$ cat src/logic/dlsb_defines.svh
`ifndef DLSB_DEFINES_SVH
`define DLSB_DEFINES_SVH

// Register byte offsets on the APB
`define DL_ENABLE_OFFSET   12'h000
`define DL_STATUS_OFFSET   12'h004
`define SB_STATUS_OFFSET   12'h008
`define SB_MASK_OFFSET     12'h00C

// Data link enable and status bit positions
`define DL_FCS_BIT         2
`define DL_ABORT_BIT       1
`define DL_IDLE_BIT        0

// Slip buffer status bit positions
`define SB_TX_FULL_BIT     7
`define SB_TX_EMPTY_BIT    6
`define SB_TX_SLIP_BIT     5
`define SB_LOOP_LOCK_BIT   4
`define SB_MF_LOCK_BIT     3
`define SB_RX_FULL_BIT     2

// Reset values
`define DL_ENABLE_RESET    3'h0
`define SB_MASK_RESET      4'h0
`define FLAGS_RESET        1'b0

`endif

$ cat src/logic/dlsb_pkg.sv
package dlsb_pkg;

	// Receive data link events, one-cycle pulses from the HDLC receiver
	typedef struct packed {
		logic fcs_error;
		logic rx_abort;
		logic rx_idle;
	} dl_events_t;

	// Transmit and receive slip buffer activity
	typedef struct packed {
		logic tx_write;
		logic tx_read;
		logic tx_full;
		logic tx_empty;
		logic rx_write;
		logic rx_full;
	} slip_activity_t;

	// APB slave phase, Gray coded
	typedef enum logic [1:0] {
		PH_IDLE   = 2'b00,
		PH_ACCESS = 2'b01
	} apb_phase_t;

endpackage

$ cat src/logic/sticky_flag_bank.sv
`timescale 1ns/1ps
`include "dlsb_defines.svh"

module sticky_flag_bank #(
	parameter int WIDTH = 4
) (
	input  wire logic             i_clock, // Core clock
	input  wire logic             i_rstn,  // Sync reset, active low
	input  wire logic [WIDTH-1:0] i_set,   // Event pulses
	input  wire logic [WIDTH-1:0] i_clear, // Clear strobes
	output logic      [WIDTH-1:0] o_flags  // Sticky flags
);

	logic [WIDTH-1:0] flags_d;

	// Set wins over clear so no event is lost
	assign flags_d = (o_flags & ~i_clear) | i_set;

	// Flag storage
	always_ff @(posedge i_clock) begin
		if (!i_rstn) begin
			o_flags <= {WIDTH{`FLAGS_RESET}};
		end else begin
			o_flags <= flags_d;
		end
	end

endmodule

$ cat src/logic/datalink_and_slip_irq_regs.sv
// What this block does
// - Frame check error raises the interrupt only while its enable is set.
// - Abort sequence, seven ones, interrupts only while its enable is set.
// - Idle flag octet 0x7E interrupts only while its enable is set.
// - Transmit write into full buffer drops a frame, sets bit 7.
// - Transmit read from empty buffer repeats a frame, sets bit 6.
// - Either transmit slip sets the slip flag, bit 5.
// - Slip flags hold until status is read, then clear.
// - Bit 4 shows loop carrier frame lock, read only.
// - Bit 3 shows multiframe lock, read only.
// - Receive write into full buffer drops a frame, sets full flag.
// - Receive full flag sits at bit 2 of slip status.
`timescale 1ns/1ps
`include "dlsb_defines.svh"

module datalink_and_slip_irq_regs
	import dlsb_pkg::*;
(
	input  wire logic           i_clock,      // 200 MHz core clock
	input  wire logic           i_rstn,       // Sync reset, active low
	input  wire logic           i_psel,       // APB select
	input  wire logic           i_penable,    // APB enable
	input  wire logic           i_pwrite,     // APB direction
	input  wire logic [11:0]    i_paddr,      // APB byte address
	input  wire logic [31:0]    i_pwdata,     // APB write data
	output logic      [31:0]    o_prdata,     // APB read data
	output logic                o_pready,     // APB ready
	output logic                o_pslverr,    // APB error, unmapped
	input  wire dl_events_t     i_dl_events,  // HDLC receiver events
	input  wire slip_activity_t i_slip,       // Slip buffer activity
	input  wire logic           i_loop_carrier_frame_lock, // Lock level
	input  wire logic           i_multiframe_lock,         // Lock level
	output logic                o_tx_drop_frame,   // Delete one frame
	output logic                o_tx_repeat_frame, // Repeat one frame
	output logic                o_rx_drop_frame,   // Delete one frame
	output logic                o_irq              // Level interrupt
);

	// Address decode shared by read mux and error check
	function automatic logic reg_hit(input logic [11:0] addr,
		input logic [11:0] off);
		reg_hit = (addr == off);
	endfunction

	apb_phase_t  phase_q;
	apb_phase_t  phase_d;
	logic [2:0]  dl_enable_q;
	logic [3:0]  sb_mask_q;
	logic [2:0]  dl_flags;
	logic [3:0]  sb_flags;
	logic [31:0] rd_word;
	logic        irq_d;

	// Transfer qualifiers
	wire setup     = i_psel && !i_penable;
	wire xfer_done = i_psel && i_penable && o_pready;
	wire wr_done   = xfer_done && i_pwrite;
	wire rd_done   = xfer_done && !i_pwrite;
	wire hit_en    = reg_hit(i_paddr, `DL_ENABLE_OFFSET);
	wire hit_dls   = reg_hit(i_paddr, `DL_STATUS_OFFSET);
	wire hit_sbs   = reg_hit(i_paddr, `SB_STATUS_OFFSET);
	wire hit_mask  = reg_hit(i_paddr, `SB_MASK_OFFSET);
	wire mapped    = hit_en || hit_dls || hit_sbs || hit_mask;
	wire wr_en     = wr_done && hit_en && !o_pslverr;
	wire wr_mask   = wr_done && hit_mask && !o_pslverr;
	wire wr_dls    = wr_done && hit_dls && !o_pslverr;
	wire rd_sbs    = rd_done && hit_sbs && !o_pslverr;

	// Slip events, combined from buffer full and empty flags and access strobes
	wire tx_full_evt  = i_slip.tx_write && i_slip.tx_full;
	wire tx_empty_evt = i_slip.tx_read && i_slip.tx_empty;
	wire tx_slip_evt  = tx_full_evt || tx_empty_evt;
	wire rx_full_evt  = i_slip.rx_write && i_slip.rx_full;

	// Data link flags: set by events, cleared by write one
	wire [2:0] dl_set = {i_dl_events.fcs_error, i_dl_events.rx_abort,
		i_dl_events.rx_idle};
	wire [2:0] dl_clr = wr_dls ? {i_pwdata[`DL_FCS_BIT],
		i_pwdata[`DL_ABORT_BIT], i_pwdata[`DL_IDLE_BIT]} : 3'h0;

	// Slip flags clear on read, only the bits the read actually showed,
	// so an event landing between setup and access is kept
	wire [3:0] sb_set = {tx_full_evt, tx_empty_evt, tx_slip_evt,
		rx_full_evt};
	wire [3:0] sb_clr = rd_sbs ? {o_prdata[`SB_TX_FULL_BIT],
		o_prdata[`SB_TX_EMPTY_BIT], o_prdata[`SB_TX_SLIP_BIT],
		o_prdata[`SB_RX_FULL_BIT]} : 4'h0;

	sticky_flag_bank #(
		.WIDTH (3)
	) u_dl_flags (
		.i_clock (i_clock),
		.i_rstn  (i_rstn),
		.i_set   (dl_set),
		.i_clear (dl_clr),
		.o_flags (dl_flags)
	);

	sticky_flag_bank #(
		.WIDTH (4)
	) u_sb_flags (
		.i_clock (i_clock),
		.i_rstn  (i_rstn),
		.i_set   (sb_set),
		.i_clear (sb_clr),
		.o_flags (sb_flags)
	);

	// Interrupt gating by enables and slip mask
	wire dl_pending = |(dl_flags & dl_enable_q);
	wire sb_pending = |(sb_flags & sb_mask_q);
	assign irq_d = dl_pending || sb_pending;

	// Read mux, captured in setup so prdata is a flop
	always_comb begin
		rd_word = 32'h0000_0000;
		if (hit_en) begin
			rd_word[`DL_FCS_BIT]   = dl_enable_q[2];
			rd_word[`DL_ABORT_BIT] = dl_enable_q[1];
			rd_word[`DL_IDLE_BIT]  = dl_enable_q[0];
		end else if (hit_dls) begin
			rd_word[`DL_FCS_BIT]   = dl_flags[2];
			rd_word[`DL_ABORT_BIT] = dl_flags[1];
			rd_word[`DL_IDLE_BIT]  = dl_flags[0];
		end else if (hit_sbs) begin
			rd_word[`SB_TX_FULL_BIT]   = sb_flags[3];
			rd_word[`SB_TX_EMPTY_BIT]  = sb_flags[2];
			rd_word[`SB_TX_SLIP_BIT]   = sb_flags[1];
			rd_word[`SB_LOOP_LOCK_BIT] = i_loop_carrier_frame_lock;
			rd_word[`SB_MF_LOCK_BIT]   = i_multiframe_lock;
			rd_word[`SB_RX_FULL_BIT]   = sb_flags[0];
		end else if (hit_mask) begin
			rd_word[`SB_TX_FULL_BIT]  = sb_mask_q[3];
			rd_word[`SB_TX_EMPTY_BIT] = sb_mask_q[2];
			rd_word[`SB_TX_SLIP_BIT]  = sb_mask_q[1];
			rd_word[`SB_RX_FULL_BIT]  = sb_mask_q[0];
		end
	end

	// Phase: one wait-free access cycle after every setup
	always_comb begin
		case (phase_q)
			PH_IDLE:   phase_d = setup ? PH_ACCESS : PH_IDLE;
			PH_ACCESS: phase_d = setup ? PH_ACCESS : PH_IDLE;
			default:   phase_d = PH_IDLE;
		endcase
	end

	// APB answer flops
	always_ff @(posedge i_clock) begin
		if (!i_rstn) begin
			phase_q   <= PH_IDLE;
			o_pready  <= 1'b0;
			o_pslverr <= 1'b0;
			o_prdata  <= 32'h0000_0000;
		end else begin
			phase_q   <= phase_d;
			o_pready  <= setup;
			o_pslverr <= setup && !mapped;
			o_prdata  <= (setup && !i_pwrite) ? rd_word : 32'h0000_0000;
		end
	end

	// Software control registers
	always_ff @(posedge i_clock) begin
		if (!i_rstn) begin
			dl_enable_q <= `DL_ENABLE_RESET;
			sb_mask_q   <= `SB_MASK_RESET;
		end else begin
			if (wr_en) begin
				dl_enable_q <= {i_pwdata[`DL_FCS_BIT],
					i_pwdata[`DL_ABORT_BIT], i_pwdata[`DL_IDLE_BIT]};
			end
			if (wr_mask) begin
				sb_mask_q <= {i_pwdata[`SB_TX_FULL_BIT],
					i_pwdata[`SB_TX_EMPTY_BIT], i_pwdata[`SB_TX_SLIP_BIT],
					i_pwdata[`SB_RX_FULL_BIT]};
			end
		end
	end

	// Frame slip commands to the buffers and the interrupt line;
	// interrupt lags the flag by one cycle to stay a clean flop
	always_ff @(posedge i_clock) begin
		if (!i_rstn) begin
			o_tx_drop_frame   <= 1'b0;
			o_tx_repeat_frame <= 1'b0;
			o_rx_drop_frame   <= 1'b0;
			o_irq             <= 1'b0;
		end else begin
			o_tx_drop_frame   <= tx_full_evt;
			o_tx_repeat_frame <= tx_empty_evt;
			o_rx_drop_frame   <= rx_full_evt;
			o_irq             <= irq_d;
		end
	end
endmodule

$ cat config.mk
export PLATFORM = sky130hd
export DESIGN_NAME = datalink_and_slip_irq_regs
export DESIGN_NICKNAME = d
export VERILOG_FILES = /design/src/logic/dlsb_pkg.sv /design/src/logic/sticky_flag_bank.sv /design/src/logic/datalink_and_slip_irq_regs.sv
export VERILOG_INCLUDE_DIRS = /design/src /design/src/logic
export SDC_FILE = /design/constraint.sdc
export NUM_CORES = 1
export LEC_CHECK = 0
export BUFFER_PORTS_ARGS = -buffer_cell sky130_fd_sc_hd__buf_2
export CAP_MARGIN = 0
export CORE_MARGIN = 4
export CORE_UTILIZATION = 43
export DETAILED_ROUTE_END_ITERATION = 10
export HOLD_SLACK_MARGIN = 0.15
export PLACE_DENSITY = 0.91
export SLEW_MARGIN = 5
export SYNTH_ARGS = -nofsm -noshare
export SYNTH_HDL_FRONTEND = slang
export SYNTH_SLANG_ARGS = --single-unit
$ cat constraint.sdc
create_clock -name i_clock -period 4.6 [get_ports i_clock]
set_input_delay 0.69 -clock i_clock [delete_from_list [all_inputs] [get_ports i_clock]]
set_output_delay 0.69 -clock i_clock [all_outputs]
set_load 0.01 [all_outputs]
# Yosys cells after proc, flatten, opt, wreduce, memory -nomap -nowiden
# Cells that the tools add are included.
# W data, S select, Z words.
# word_totals
reg_bits,52
input_bits,60
output_inout_bits,38
wordCells,70
# classes
n_eq_ne,3
muxes,9
bitwise,11
n_reduce_logical,33
# op_table
operator,count
$eq A12 B4 Y1 const B,2
$logic_and A1 B1 Y1,18
$eq A12 B3 Y1 const B,1
$logic_not A12 Y1,1
$mux W3,4
$and A4 B4 Y4,2
$reduce_or A4 Y1,2
$and A3 B3 Y3,2
$logic_or A1 B1 Y1,5
$reduce_or A5 Y1,1
$logic_not A1 Y1,4
$mux W4,1
$not A4 Y4,1
$or A4 B4 Y4,1
$mux W1,3
$not A1 Y1,3
$not A3 Y3,1
$or A3 B3 Y3,1
$reduce_or A3 Y1,1
$mux W2,1
$reduce_and A2 Y1,1

# Logic depth before layout (Yosys ltp)
# logic_depth
depth_word,9
ltp_mapped,6

# Cells and area by module
# Synthesis repeated with hierarchy kept, for this count alone.
# hier_totals
hier_cells,147
area_unflattened_um2,1421.4
# by_module_without_submodules
mod,n_inst,cells_per_inst,area_each_um2,seq_area_each_um2
datalink_and_slip_irq_regs,1,126,1132.3,420.4
sticky_flag_bank (u_sb_flags),1,12,165.2,80.1
sticky_flag_bank (u_dl_flags),1,9,123.9,60.1

# Worst setup path after synthesis
# Ideal clock, no wire load.
# synth_timing
path_kind,in2reg
from,input i_paddr[1]
to,register dl_enable_q[2]
setup_time_ps,118
t_arrival_ps,2077
required_ps,4482
path_slack_ps,2405
path_stages,5
path_buffers,2
cell_sequence,or4_1 -> buf_2 -> or4_4 -> buf_6 -> mux2i_1
# synth_between
elab_chain_cells,3
# synth_lines
item,line,text
from (decl),datalink_and_slip_irq_regs.sv:24,"input wire logic [11:0] i_paddr,"
$logic_not A12 Y1,datalink_and_slip_irq_regs.sv:42,reg_hit = (addr == off);
$logic_and A1 B1 Y1 (2 in series),datalink_and_slip_irq_regs.sv:64,wire wr_en = wr_done && hit_en && !o_pslverr;
to (signal assigned),datalink_and_slip_irq_regs.sv:167,dl_enable_q <= `DL_ENABLE_RESET;
to (signal assigned),datalink_and_slip_irq_regs.sv:171,"dl_enable_q <= {i_pwdata[`DL_FCS_BIT],"
to (decl),datalink_and_slip_irq_regs.sv:47,logic [2:0] dl_enable_q;
# Every way passes these cells.
# A chain may end at the register's enable or synchronous reset.

# Worst setup path in the final report
# layout_timing
from,input i_paddr[1]
to,register u_sb_flags.o_flags[2]
# layout_between
elab_chain_cells,7
# layout_lines
item,line,text
$eq A12 B4 Y1,datalink_and_slip_irq_regs.sv:42,
$logic_and A1 B1 Y1 (2 in series),datalink_and_slip_irq_regs.sv:67,wire rd_sbs = rd_done && hit_sbs && !o_pslverr;
$mux W4,datalink_and_slip_irq_regs.sv:85,"wire [3:0] sb_clr = rd_sbs ? {o_prdata[`SB_TX_FULL_BIT],"
$not A4 Y4,sticky_flag_bank.sv:17,assign flags_d = (o_flags & ~i_clear) | i_set;
$and A4 B4 Y4,sticky_flag_bank.sv:17,
$or A4 B4 Y4,sticky_flag_bank.sv:17,
to (signal assigned),sticky_flag_bank.sv:22,o_flags <= {WIDTH{`FLAGS_RESET}};
to (signal assigned),sticky_flag_bank.sv:24,o_flags <= flags_d;
to (decl),sticky_flag_bank.sv:11,output logic [WIDTH-1:0] o_flags
# Every way passes these cells.

==> flow_summary.yaml <==
run_status:
  status: "complete, no violations"
worst_setup_path:
  crit_required_ns: 4.81
  critical_path_class: "input port to flop"
  timing.rr.start: "o_pslverr"
  arrival_ns: 2.23
  startpoint_type: "input port"
  crit_path_max_fanout: 7
  setup.worst_path.end_class: "flop"
  cp-startpoint: "i_paddr[1]"
layout:
  stdcell_area_um2: 1530
  finalNetCount: 256
  antennaDiodeCount: 0
  area_growth_pct: 14.1
  utilization_pct: 53.5
  drive_above_1_share_pct: 28.2
  stdcell_count: 226
detailed_routing:
  wl_per_cell_um: 12.2
  routed_wl_mm: 2.75
  dr.pass1.iters: 4
  drc: 0
  vias_per_cell: 4.74
  ant_nets: 0
  vias: 1072
  drt-initial-drc-count: 48
logic_synthesis:
  synth.avg_cell_area_um2: 8.91
  synth_seq_cells: 28
  synth-simple-area-share_pct: 21.7
  yosysWarnings: 0
  syn_inst: 150
  synth-compound-area-share_pct: 7.58
  synth_top_area_share_pct: 41.9
  synth.top_cells.by_count: "28 x dfxtp_1, 24 x buf_4, 19 x nand2_1, 12 x mux2i_1, 12 x nor2_1"
  synth_top_family_by_area: "simple AND/OR/NAND/NOR gates"
  synth_fa_ha_area_share_pct: 0
  synth-async-reset-ratio_pct: 0
  seq_area_frac_synth_pct: 41.9
  synth_area_um2: 1340
  synth.most_common_cell: "dfxtp_1"
  yosys.area_share.xor_xnor_pct: 0
  netlist-cell-type-count: 33
  yosys.area.top_type: "dfxtp_1"
  synth_ff_type: "dfxtp_1"
  synth-edff-count: 0
  synthMuxAreaShare_pct: 10.7
  synth.area.top_cells: "dfxtp_1 42%, buf_4 13%, mux2i_1 9.0%"
timing:
  rsz0062_at_grt: "false"
  hold_viol: 0
  fmax_mhz: 495
  finClkSkew_ns: 0.00206
  timing.final.crit_period_ns: 2.02
  fin_ws_ns: 2.58
  setup_viol: 0
  fin_crit_sh_pct: 43.9
  hold_slack_ns: 0.449
  tns_ns: 0
  slew_viol_final: 0
  slew_headroom_pct: 59.9
  tightest_slew_ns: 0.596
clocking:
  clk_pin_slew_ns: 0.13
  ctsHoldBuffers: 0
  numCtsBuffers: 3
  cts_buffer_depth: 2
  cts_max_level: 1
  clkSinkCount: 28
  clk_latency_ns: 0.32
  cts_tree: "yes"
  cts_resized: 0
  cts_setup_buffers: 0
  root_buffer: "clkbuf_4"
pwr:
  ir_drop_uv: 203
  p_leak_nw: 0.769
  power_mw: 0.416
  powerDensity_nw_per_um2: 273
global_routing:
  track_usage_pct: 14.2
  antenna_found_initial: 0
  first_global_vias: 1069
  grt_max_degree: 24
  gr-total-overflow: 0
  grt_pass1_wl_mm: 4.66
placed_design:
  place_hpwl_mm: 2.29
  place_ws_ns: 2.22
  placed_cell_area_um2: 1490
  io_buffers: 47
  globalplace.congestion: 0.842
  numPlacedInstances: 222
die:
  die_height_um: 63.7
  placementRows: 19
  ios: 98
  initial_core_util_pct: 46.8
  fp.dieW_um: 63.7
  die_area_um2: 4060
  core_area_um2: 2850
hold_path:
  hp-class: "flop to flop"
  min_from: "o_prdata[7]"
flow_run:
  cap_violations: 0
[cell type report]
| class | count | area, um2 |
|---|---|---|
| fillers | 272 | 1330 |
| multi-input cells | 108 | 624 |
| flip-flops and latches | 28 | 561 |
| repair buffers | 47 | 235 |
| well taps | 31 | 38.8 |
| clock buffers | 4 | 36.3 |
| inverters | 8 | 30.0 |
[worst max-delay path, stage by stage]
cell	delay, ns
buf_2	0.09
or4_1	0.64
or2_1	0.33
nor3_1	0.35
a31oi_1	0.14
[layout by cell type (no fill, tap or decap), drive strengths merged, types with 2 or more instances in the layout]
cell | netlist | final
conb | 1 | 24
o21ai | 5 | 5
or4 | 2 | 2
nor2b | 2 | 2
mux2i | 12 | 12
a22oi | 2 | 2
a31oi | 7 | 7
clkbuf | 3 | 4
nand3 | 3 | 3
nor3 | 2 | 2
inv | 8 | 8
or2 | 2 | 2
nor4 | 4 | 4
dfxtp | 28 | 28
and2 | 2 | 2
nand2 | 19 | 19
nor2 | 12 | 12
buf | 26 | 47
[logic make-up (layout without fill, tap and decap cells)]
logic type,Yosys count,count (layout)
other cells,1,24
buf+inv,37,59
compound gates,16,16
simple gates,55,55
flops,28,28
mux,13,13
[power by group]
| group | leakage, nW | switching, mW | internal, mW |
|---|---|---|---|
| sequential | 0.228 | 0.00434 | 0.249 |
| combinational | 0.520 | 0.0286 | 0.0198 |
| clock | 0.0210 | 0.0666 | 0.0485 |
[path summary, 6_finish.rpt]
path	endpoint	slack, ns	depth (start not counted)
setup / recovery	u_sb_flags.o_flags[2]	2.58	5
setup reg to reg	u_dl_flags.o_flags[1]	3.07	4
hold / removal	u_sb_flags.o_flags[3]	0.45	1
hold reg to reg	u_sb_flags.o_flags[3]	0.45	1
[sequential cells by signal, indices dropped and copies added, names as in the netlist]
signal / count
o_tx_repeat_frame: 1
dl_enable_q: 3
u_dl_flags.o_flags: 3
u_sb_flags.o_flags: 4
sb_mask_q: 4
o_tx_drop_frame: 1
o_pslverr: 1
o_rx_drop_frame: 1
o_irq: 1
o_prdata: 8
o_pready: 1
[per-layer routing]
layer,vias up,part of all wire [%],global-route usage [%]
met1,475,39,16.6
met2,46,52,25.6
met4,0,0.44,1.89
met3,2,8.4,4.90
met5,-,0,0
li1,549,-,-
Note: power is estimated with default switching activity, not from simulation.
